**src/logic/cep_regs.svh**
```systemverilog
// Timing and field constants for the configuration EEPROM programmer
`ifndef CEP_REGS_SVH
`define CEP_REGS_SVH
// ==========================================================
// Clock and link timing
`define CEP_CLK_NS 100
`define CEP_QTR_NS 2500
`define CEP_QTR_CYC ((`CEP_QTR_NS + `CEP_CLK_NS - 1) / `CEP_CLK_NS)
`define CEP_TWR_US 20000
`define CEP_TEC_US 25000
`define CEP_POLL_CYC ((`CEP_TEC_US * 1000) / `CEP_CLK_NS)
// ==========================================================
// Field layout
`define CEP_ADDR_BITS 17
`define CEP_ADDR_BYTES 3
`define CEP_BYTE_BITS 8
`define CEP_ACK_SLOT 4'h8
`endif

```
**src/logic/cep_pkg.sv**
```systemverilog
// Types for the configuration EEPROM programmer
package cep_pkg;
	typedef enum logic [2:0] {
		OP_START = 3'b000,
		OP_STOP = 3'b001,
		OP_DEV = 3'b010,
		OP_ADDR = 3'b011,
		OP_WDATA = 3'b100,
		OP_RDATA = 3'b101,
		OP_POLL = 3'b110
	} cep_op_e;
	typedef enum logic [2:0] {
		S_IDLE = 3'b000,
		S_START = 3'b001,
		S_BIT = 3'b010,
		S_STOP = 3'b011,
		S_RESP = 3'b100
	} cep_state_e;
	typedef struct packed {
		cep_op_e op;
		logic ack;
		logic raw;
		logic [23:0] arg;
	} cep_cmd_s;
	typedef struct packed {
		logic nack;
		logic refused;
		logic timeout;
		logic [7:0] data;
	} cep_rsp_s;
endpackage

```
**src/logic/cep_prog.sv**
```systemverilog
// Two-wire programmer for the configuration EEPROM serial port
`include "cep_regs.svh"
`timescale 1ns/1ps
`default_nettype none
module cep_prog
	import cep_pkg::*;
#(
	parameter int QTR_CYC = `CEP_QTR_CYC,
	parameter int POLL_CYC = `CEP_POLL_CYC
) (
	// Clock and reset
	input wire logic clk,
	input wire logic arst_n,
	input wire logic ce,
	// User command side
	input wire logic prog_mode_req,
	input wire logic cmd_valid,
	input wire cep_cmd_s cmd,
	output logic cmd_ready,
	output logic rsp_valid,
	output cep_rsp_s rsp,
	// Device pins
	output logic ser_en_n,
	output logic prog_serial_clock,
	input wire logic prog_serial_data_i,
	output logic prog_serial_data_o,
	output logic prog_serial_data_oe
);
	localparam int QW = $clog2(QTR_CYC + 1);
	localparam int PW = $clog2(POLL_CYC + 1);
	localparam int POLL_MAX = POLL_CYC + 64 * QTR_CYC;
	localparam logic [23:0] ADDR_MASK = 24'((1 << `CEP_ADDR_BITS) - 1);
	// One cycle per quarter would move data and clock on one edge
	if (QTR_CYC < 2 || POLL_CYC < QTR_CYC) begin : g_bad_param
		$error("cep_prog: QTR_CYC or POLL_CYC out of range");
	end

	function automatic logic [7:0] rev8(input logic [7:0] b);
		logic [7:0] r;
		r = 8'h00;
		for (int i = 0; i < 8; i++) begin
			r[i] = b[7 - i];
		end
		return r;
	endfunction

	// ==========================================================
	// Data line synchroniser
	logic sda_meta, sda_sync;
	always_ff @(posedge clk or negedge arst_n) begin
		if (!arst_n) begin
			sda_meta <= 1'b1;
			sda_sync <= 1'b1;
		end else if (ce) begin
			sda_meta <= prog_serial_data_i;
			sda_sync <= sda_meta;
		end
	end

	// ==========================================================
	// Bit engine
	cep_state_e state, next_state;
	cep_op_e op, next_op;
	cep_rsp_s next_rsp;
	logic [QW-1:0] qcnt, next_qcnt;
	logic [PW-1:0] poll_cnt, next_poll_cnt;
	logic [1:0] ph, next_ph, bytes_left, next_bytes_left;
	logic [3:0] bit_idx, next_bit_idx;
	logic [23:0] sh, next_sh;
	logic [7:0] rx, next_rx, dev_byte, next_dev_byte;
	logic ack_flag, next_ack_flag, poll_on, next_poll_on;
	logic bus_open, next_bus_open, dirty, next_dirty;
	logic wr_pending, next_wr_pending;
	logic next_scl, next_oe, next_ser_en_n, next_cmd_ready;
	logic next_rsp_valid, tick, take, refuse, writing, done;

	assign tick = (qcnt == QW'(QTR_CYC - 1));
	assign take = cmd_valid && cmd_ready;
	assign writing = (op != OP_RDATA);

	always_comb begin
		next_state = state;
		next_op = op;
		next_rsp = rsp;
		next_qcnt = (state == S_IDLE || tick) ? '0 : qcnt + 1'b1;
		next_poll_cnt = poll_cnt;
		next_ph = ph;
		next_bytes_left = bytes_left;
		next_bit_idx = bit_idx;
		next_sh = sh;
		next_rx = rx;
		next_dev_byte = dev_byte;
		next_ack_flag = ack_flag;
		next_poll_on = poll_on;
		next_bus_open = bus_open;
		next_dirty = dirty;
		next_wr_pending = wr_pending;
		next_scl = prog_serial_clock;
		next_oe = prog_serial_data_oe;
		next_ser_en_n = ser_en_n;
		next_rsp_valid = 1'b0;
		done = 1'b0;
		// Frozen mode line keeps a pending write cycle intact
		// enable held stable
		// Not on a take: a started link must keep the enable it began with
		if (state == S_IDLE && !bus_open && !wr_pending && !take) begin
			next_ser_en_n = !prog_mode_req;
		end
		refuse = ser_en_n || (wr_pending && cmd.op != OP_POLL) ||
			(!bus_open && cmd.op != OP_START && cmd.op != OP_POLL);
		if (poll_on && poll_cnt != PW'(POLL_CYC)) begin
			next_poll_cnt = poll_cnt + 1'b1;
		end
		unique case (state)
			S_IDLE: begin
				if (take) begin
					next_op = cmd.op;
					next_ack_flag = cmd.ack;
					next_rsp = '0;
					next_ph = 2'h0;
					next_bit_idx = 4'h0;
					next_bytes_left = 2'h0;
					if (refuse) begin
						next_rsp.refused = 1'b1;
						next_state = S_RESP;
					end else begin
						unique case (cmd.op)
							OP_START: next_state = S_START;
							OP_POLL: begin
								next_state = S_START;
								next_poll_on = 1'b1;
								next_poll_cnt = '0;
								next_dev_byte = cmd.arg[7:0];
							end
							OP_STOP: next_state = S_STOP;
							OP_ADDR: begin
								next_sh = cmd.raw ? cmd.arg : (cmd.arg & ADDR_MASK);
								next_bytes_left = 2'(`CEP_ADDR_BYTES - 1);
								next_state = S_BIT;
							end
							OP_WDATA: begin
								next_sh = {rev8(cmd.arg[7:0]), 16'h0000};
								next_state = S_BIT;
							end
							default: begin
								next_sh = {cmd.arg[7:0], 16'h0000};
								next_state = S_BIT;
							end
						endcase
					end
				end
			end
			S_START: begin
				if (tick) begin
					next_ph = ph + 1'b1;
					unique case (ph)
						2'h0: next_scl = 1'b1;
						2'h1: next_oe = 1'b1;
						2'h2: next_scl = 1'b0;
						2'h3: begin
							next_bus_open = 1'b1;
							if (poll_on) begin
								next_op = OP_DEV;
								next_sh = {dev_byte, 16'h0000};
								next_bit_idx = 4'h0;
								next_bytes_left = 2'h0;
								next_state = S_BIT;
							end else begin
								next_state = S_RESP;
							end
						end
					endcase
				end else if (ph == 2'h0) begin
					next_oe = 1'b0;
				end
			end
			S_BIT: begin
				if (ph == 2'h0) begin
					next_scl = 1'b0;
					if (bit_idx != `CEP_ACK_SLOT) begin
						next_oe = writing ? !sh[23] : 1'b0;
					end else begin
						next_oe = writing ? 1'b0 : ack_flag;
					end
				end
				if (tick) begin
					next_ph = ph + 1'b1;
					unique case (ph)
						2'h0: next_scl = 1'b1;
						2'h1: begin
							if (bit_idx != `CEP_ACK_SLOT) begin
								next_rx = {rx[6:0], sda_sync};
							end else if (writing && sda_sync) begin
								next_rsp.nack = 1'b1;
							end
						end
						2'h2: next_scl = 1'b0;
						2'h3: begin
							if (bit_idx != `CEP_ACK_SLOT) begin
								next_sh = {sh[22:0], 1'b0};
								next_bit_idx = bit_idx + 1'b1;
							end else if (!writing || rsp.nack ||
								bytes_left == 2'h0) begin
								done = 1'b1;
							end else begin
								next_bytes_left = bytes_left - 1'b1;
								next_bit_idx = 4'h0;
							end
						end
					endcase
				end
				if (done) begin
					next_rsp.data = rev8(rx);
					if (op == OP_WDATA && !rsp.nack) begin
						next_dirty = 1'b1;
					end
					if (poll_on && rsp.nack) begin
						next_rsp.nack = 1'b0;
						next_state = S_STOP;
					end else begin
						if (poll_on) begin
							next_wr_pending = 1'b0;
						end
						next_poll_on = 1'b0;
						next_state = S_RESP;
					end
				end
			end
			S_STOP: begin
				if (tick) begin
					next_ph = ph + 1'b1;
					unique case (ph)
						2'h0: next_scl = 1'b1;
						2'h1: next_oe = 1'b0;
						2'h2: next_scl = 1'b1;
						2'h3: begin
							next_bus_open = 1'b0;
							next_dirty = 1'b0;
							next_wr_pending = wr_pending || dirty;
							if (!poll_on) begin
								next_state = S_RESP;
							end else if (poll_cnt == PW'(POLL_CYC)) begin
								next_poll_on = 1'b0;
								next_rsp.timeout = 1'b1;
								next_state = S_RESP;
							end else begin
								next_state = S_START;
							end
						end
					endcase
				end else if (ph == 2'h0) begin
					next_oe = 1'b1;
				end
			end
			S_RESP: begin
				next_rsp_valid = 1'b1;
				next_state = S_IDLE;
			end
			default: next_state = S_IDLE;
		endcase
		next_cmd_ready = (next_state == S_IDLE);
	end

	always_ff @(posedge clk or negedge arst_n) begin
		if (!arst_n) begin
			state <= S_IDLE;
			op <= OP_START;
			rsp <= '0;
			qcnt <= '0;
			poll_cnt <= '0;
			ph <= 2'h0;
			bytes_left <= 2'h0;
			bit_idx <= 4'h0;
			sh <= 24'h000000;
			rx <= 8'h00;
			dev_byte <= 8'h00;
			ack_flag <= 1'b0;
			poll_on <= 1'b0;
			bus_open <= 1'b0;
			dirty <= 1'b0;
			wr_pending <= 1'b0;
			prog_serial_clock <= 1'b1;
			prog_serial_data_oe <= 1'b0;
			prog_serial_data_o <= 1'b0;
			ser_en_n <= 1'b1;
			cmd_ready <= 1'b0;
			rsp_valid <= 1'b0;
		end else if (ce) begin
			state <= next_state;
			op <= next_op;
			rsp <= next_rsp;
			qcnt <= next_qcnt;
			poll_cnt <= next_poll_cnt;
			ph <= next_ph;
			bytes_left <= next_bytes_left;
			bit_idx <= next_bit_idx;
			sh <= next_sh;
			rx <= next_rx;
			dev_byte <= next_dev_byte;
			ack_flag <= next_ack_flag;
			poll_on <= next_poll_on;
			bus_open <= next_bus_open;
			dirty <= next_dirty;
			wr_pending <= next_wr_pending;
			prog_serial_clock <= next_scl;
			prog_serial_data_oe <= next_oe;
			prog_serial_data_o <= 1'b0;
			ser_en_n <= next_ser_en_n;
			cmd_ready <= next_cmd_ready;
			rsp_valid <= next_rsp_valid;
		end
	end

	// Free count of poll length; poll_cnt itself saturates
	int poll_age;
	always_ff @(posedge clk or negedge arst_n) begin
		if (!arst_n) begin
			poll_age <= 0;
		end else if (ce) begin
			poll_age <= poll_on ? poll_age + 1 : 0;
		end
	end
endmodule // cep_prog
`default_nettype wire

```
**config.mk**
```make
export PLATFORM = sky130hd
export DESIGN_NAME = cep_prog
export DESIGN_NICKNAME = d
export VERILOG_FILES = /design/src/logic/cep_pkg.sv /design/src/logic/cep_prog.sv
export VERILOG_INCLUDE_DIRS = /design/src /design/src/logic
export SDC_FILE = /design/constraint.sdc
export NUM_CORES = 1
export LEC_CHECK = 0
export BUFFER_PORTS_ARGS = -buffer_cell sky130_fd_sc_hd__buf_2
export CAP_MARGIN = 20
export CORE_MARGIN = 4
export CORE_UTILIZATION = 54
export CTS_CLUSTER_DIAMETER = 200
export CTS_CLUSTER_SIZE = 25
export DETAILED_ROUTE_END_ITERATION = 16
export GPL_ROUTABILITY_DRIVEN = 0
export MAX_ROUTING_LAYER = met4
export PLACE_DENSITY_LB_ADDON = 0.2
export SLEW_MARGIN = 5
export SYNTH_ARGS = -nofsm -noshare
export SYNTH_HDL_FRONTEND = slang
export SYNTH_SLANG_ARGS = --single-unit
```
**constraint.sdc**
```tcl
create_clock -name clk -period 2.7 [get_ports clk]
set_input_delay 0.54 -clock clk [delete_from_list [all_inputs] [get_ports clk]]
set_output_delay 0.54 -clock clk [all_outputs]
set_load 0.1 [all_outputs]
```
Yosys cells after proc, flatten, opt, wreduce, memory -nomap -nowiden. Index checks and enable logic that the tools add are counted.

Input port bits: 35. Flip-flop bits (word level): 100.

Add/sub/neg operators: 5. Bitwise operators: 1. Mux-type cells: 123. Reduce and logical (&&, ||, !) cells: 61. Eq/ne operators: 47.

Operator list (number): $mux 24 (9); $pmux 24 s3 (2); $mux 18 (5); $mux 1 (52); $mux 3 (15); $ne 2x2->1 const B (20); $mux 4 (8); $mux 2 (12); $reduce_and 6->1 (4); $ne 3x3->1 const B (7); $reduce_and 7->1 (3); $add 18x1->18 const B (1); $eq 18x18->1 const B (1); $ne 18x18->1 const B (1); $reduce_and 9->1 (2); $pmux 8 s2 (1); $pmux 1 s2 (7); $eq 3x3->1 const B (4); $pmux 3 s4 (1); $pmux 4 s3 (1); $reduce_bool 2->1 (6); $reduce_bool 3->1 (4); $logic_and 1x1->1 (11); $mux 11 (1); other kinds (31) (59).

Logic depth before layout (Yosys ltp).
Word-level depth: 12. Gate-level depth with buffers: 10. Mapped depth without buffers: 7.

Least setup slack after synthesis. No wires, ideal clock.

Path type: register -> register. From: register cmd_ready. To: register sh[10]. Path buffers: 2. Data arrival time: 2902 ps. Setup time: 125 ps. Required time: 2575 ps. Cell stages (with the launch flop): 8. Period minus slack after synthesis: 3027 ps. Slack: -327 ps. Cells stage by stage: dfrtp_1 > nand2_1 > a21o_1 > or4_1 > buf_2 > a221oi_4 > buf_6 > mux2_4.

Cells in the longest elaborated chain, start to end: 3.

RTL lines: start, declared (line cep_prog.sv:19) `output logic cmd_ready,`; start signal, assigned (line cep_prog.sv:309) `cmd_ready <= next_cmd_ready;`; $logic_and 1x1->1 (line cep_prog.sv:78) `assign take = cmd_valid && cmd_ready;`; $ne 2x2->1 (no line); $reduce_and 11->1 (no line); end signal, assigned (line cep_prog.sv:297) `sh <= next_sh;`; end, declared (line cep_prog.sv:69) `logic [23:0] sh, next_sh;`.

Every way passes these cells. A chain may end at the register's enable or synchronous reset.

Worst setup path after layout.
From: register qcnt[1]. To: register sh[2].

Cells in the longest elaborated chain, start to end: 3.

RTL lines: start, declared (line cep_prog.sv:65) `logic [QW-1:0] qcnt, next_qcnt;`; start signal, assigned (line cep_prog.sv:292) `qcnt <= next_qcnt;`; $eq 5x5->1 * (line cep_prog.sv:77) `assign tick = (qcnt == QW'(QTR_CYC - 1));`; $ne 2x2->1 (no line); $reduce_and 11->1 (no line) *.

Every way passes the cells marked *; elsewhere a longest branch is shown, timed or not.

==> metrics <==
htree depth=3; vias in the first global route=4331; setup TNS=0 ps; pwr/cell area=634.9 nW/um2; gr usage total=23.76%; syn avg cell area=10.03 um2; clk buf depth=2; Initial Util=56.13%; Critical Path End Type=flip-flop; first-pass GRT wire length=21380 um; min Tclk post-route=2625 ps; Crit Path Class=reg -> reg; number of buffers created by CTS=9; total number of vias=4553; Tightest Hold Check Type=in -> reg; fin area=6351 um2; final period utilization=97.22%; clock sinks=100; Post-synth EDFFs=0; RSZ-0062 raised after global routing=false; Slew @ Worst Pin=746.6 ps; commonest cells after routing, fill and taps aside=dfrtp_1 (95), nand2_1 (60), buf_2 (49); Peak Freq=381.0 MHz; Unique masters post-synth=68; Final Skew=16.96 ps; Chip Height=109.3 um; # setup viols final=0; max cap viols=0; Root Driver=clkbuf_8; layout cell share with drive strength beyond 1=26.97%; initial antenna violation count=0; Mapped Cells=552; Critical Path Fanout Max=12; status=finished clean; Crit path required time=2970 ps; commonest non-fill, non-tap cell in the layout=dfrtp_1; dpl cell area=6052 um2; wire per inst=17.10 um; Die ar.=11940 um2; largest net degree at the start of global routing=51; CP arrival=2900 ps; DIE WIDTH=109.3 um; Avg Vias per Cell=6.022; Pleak=0.002924 uW; DRT Pass-1 Iters=6; DRC viols=0; fillers=813; syn nets=598; multi-input logic area=2809 um2; final setup margin=75.02 ps; Worst IR Drop VDD=0.5527 mV; 1st-iter DRT viols=397; yosys warns=0; ys flop type=dfrtp_1; # nets final=664; endpoints failing hold=0; dpl hpwl=8996 um; Slew Limit Fails=0; Final ANT Viol Nets=0; WL final=12930 um; Yosys reg bits=100; # IOs=52; pre-CTS WS=60.28 ps; core area=9864 um2; ys async rst share=100.0%; Port Buf Inserts=50; CTS clk-pin slew, worst paths=100 ps; relative slew slack=50.01%; Remaining Overflow, GRT=0; crit path launch type=flip-flop; Mapped Area=5537 um2; P&R area growth vs syn=14.71%; row count=36; Ant. Diodes=0; sequential share of the synthesized area=45.29%; CTS tree=yes; Reg area=2511 um2; Worst-Skew Late Latency=400 ps
layout make-up:
cell class / instances / share of cell area (%)
multi-input cells: 397 / 44.23
clock inverters: 4 / 0.3743
repair buffers: 89 / 9.555
clock buffers: 12 / 2.443
well taps: 133 / 2.620
inverters: 21 / 1.241
flip-flops and latches: 100 / 39.54
flip-flops by register name (all words and copies together) (netlist names), 2 cells and up:
register / cells
op: 3
bit_idx: 4
state: 3
bytes_left: 2
rsp: 11
sh: 24
qcnt: 5
ph: 2
poll_cnt: 18
dev_byte: 8
rx: 8
cell usage after synthesis, types with 5 or more instances:
| master | number | share of area (%) |
|---|---|---|
| mux2i_1 | 7 | 1.3 |
| a22o_1 | 23 | 3.6 |
| xnor2_1 | 12 | 1.9 |
| nand4_1 | 11 | 1.2 |
| buf_2 | 9 | 0.81 |
| nand2b_1 | 9 | 1.0 |
| mux2_2 | 33 | 6.7 |
| nor4_1 | 5 | 0.56 |
| mux2_4 | 10 | 2.7 |
| o31ai_1 | 6 | 0.81 |
| a311o_1 | 6 | 1.1 |
| ha_1 | 11 | 2.5 |
| inv_1 | 21 | 1.4 |
| dfrtp_1 | 96 | 43 |
| a21oi_1 | 24 | 2.2 |
| clkbuf_1 | 20 | 1.4 |
| o21ai_0 | 29 | 2.6 |
| nand2_1 | 60 | 4.1 |
| o22ai_1 | 8 | 0.90 |
| nor3_1 | 10 | 0.90 |
| nand3_1 | 14 | 1.3 |
| nor2_1 | 39 | 2.6 |
kinds of logic (layout without fill, tap and decap cells):
kind of cell / Yosys count / after routing / synth area share, %
AOI/OAI and AO/OA: 130 / 130 / 16.95
muxes: 52 / 52 / 11.10
buffers and inverters: 55 / 126 / 4.542
and+or+nand+nor: 187 / 187 / 17.04
xor gates and xnor gates: 16 / 16 / 2.531
adders and majority gates: 11 / 11 / 2.486
other: 1 / 1 / 0.06773
DFF: 100 / 100 / 45.29
what timing repair did:
| item | CTS | global route |
|---|---|---|
| endpoints found under the hold margin | 15 | 0 |
| hold buffers | 1 | 0 |
| resized for setup | 0 | 6 |
| buffers inserted | 0 | 7 |
| endpoints found under the setup margin | 0 | 23 |
report_power, final:
part	leakage [uW]	switching, uW	internal [uW]
Sequential	0.00132	127	1670
Clock	0.0000961	512	383
Combinational	0.00151	873	467
Total	0.00292	1510	2520
through the flow:
| stage | total power, uW | utilization, % | hold WS [ps] | instances |
|---|---|---|---|---|
| 6_report | 4032 | 64.38 | 290.4 | 756 |
| 5_1_grt | 4265 | 64.38 | 308.7 | 756 |
| 4_1_cts | 4024 | 63.27 | 277.6 | 747 |
| 3_5_place_dp | 3128 | 61.35 | 425.7 | 730 |
| 3_3_place_gp | 3086 | 61.35 | 418.7 | 730 |
| 2_1_floorplan | 2747 | - | 244.4 | 552 |
layer usage:
| metal | vias up | global-route usage, % | share of wire [%] | wire length [um] |
|---|---|---|---|---|
| met5 | - | - | 0 | 0 |
| met3 | 37 | 6.868 | 6.1 | 790 |
| met2 | 152 | 37.02 | 49 | 6284 |
| li1 | 2141 | - | - | - |
| met1 | 2223 | 30.19 | 43 | 5585 |
| met4 | 0 | 7.302 | 2.1 | 267 |
worst max-delay path: stages (launching register included):
cell      delay, ps
dfrtp_1         390
inv_1           110
ha_4            140
and4b_2         250
buf_4           120
a21oi_1          60
or4_4           580
a221oi_4        210
buf_4           160
buf_12          140
mux2_2          340
worst paths after layout:
check | slack [ps] | to | start | cells after the start
max | 80 | sh[2] | qcnt[1] | 10
min reg2reg | 480 | rsp[2] | rsp[2] | 2
min in group asynchronous | 540 | op[1] | arst_n | 2
min | 290 | ser_en_n | prog_mode_req | 2
max in group asynchronous | 1400 | cmd_ready | arst_n | 3
max reg2reg | 80 | sh[2] | qcnt[1] | 10
Power figures use the tool's default switching activity.
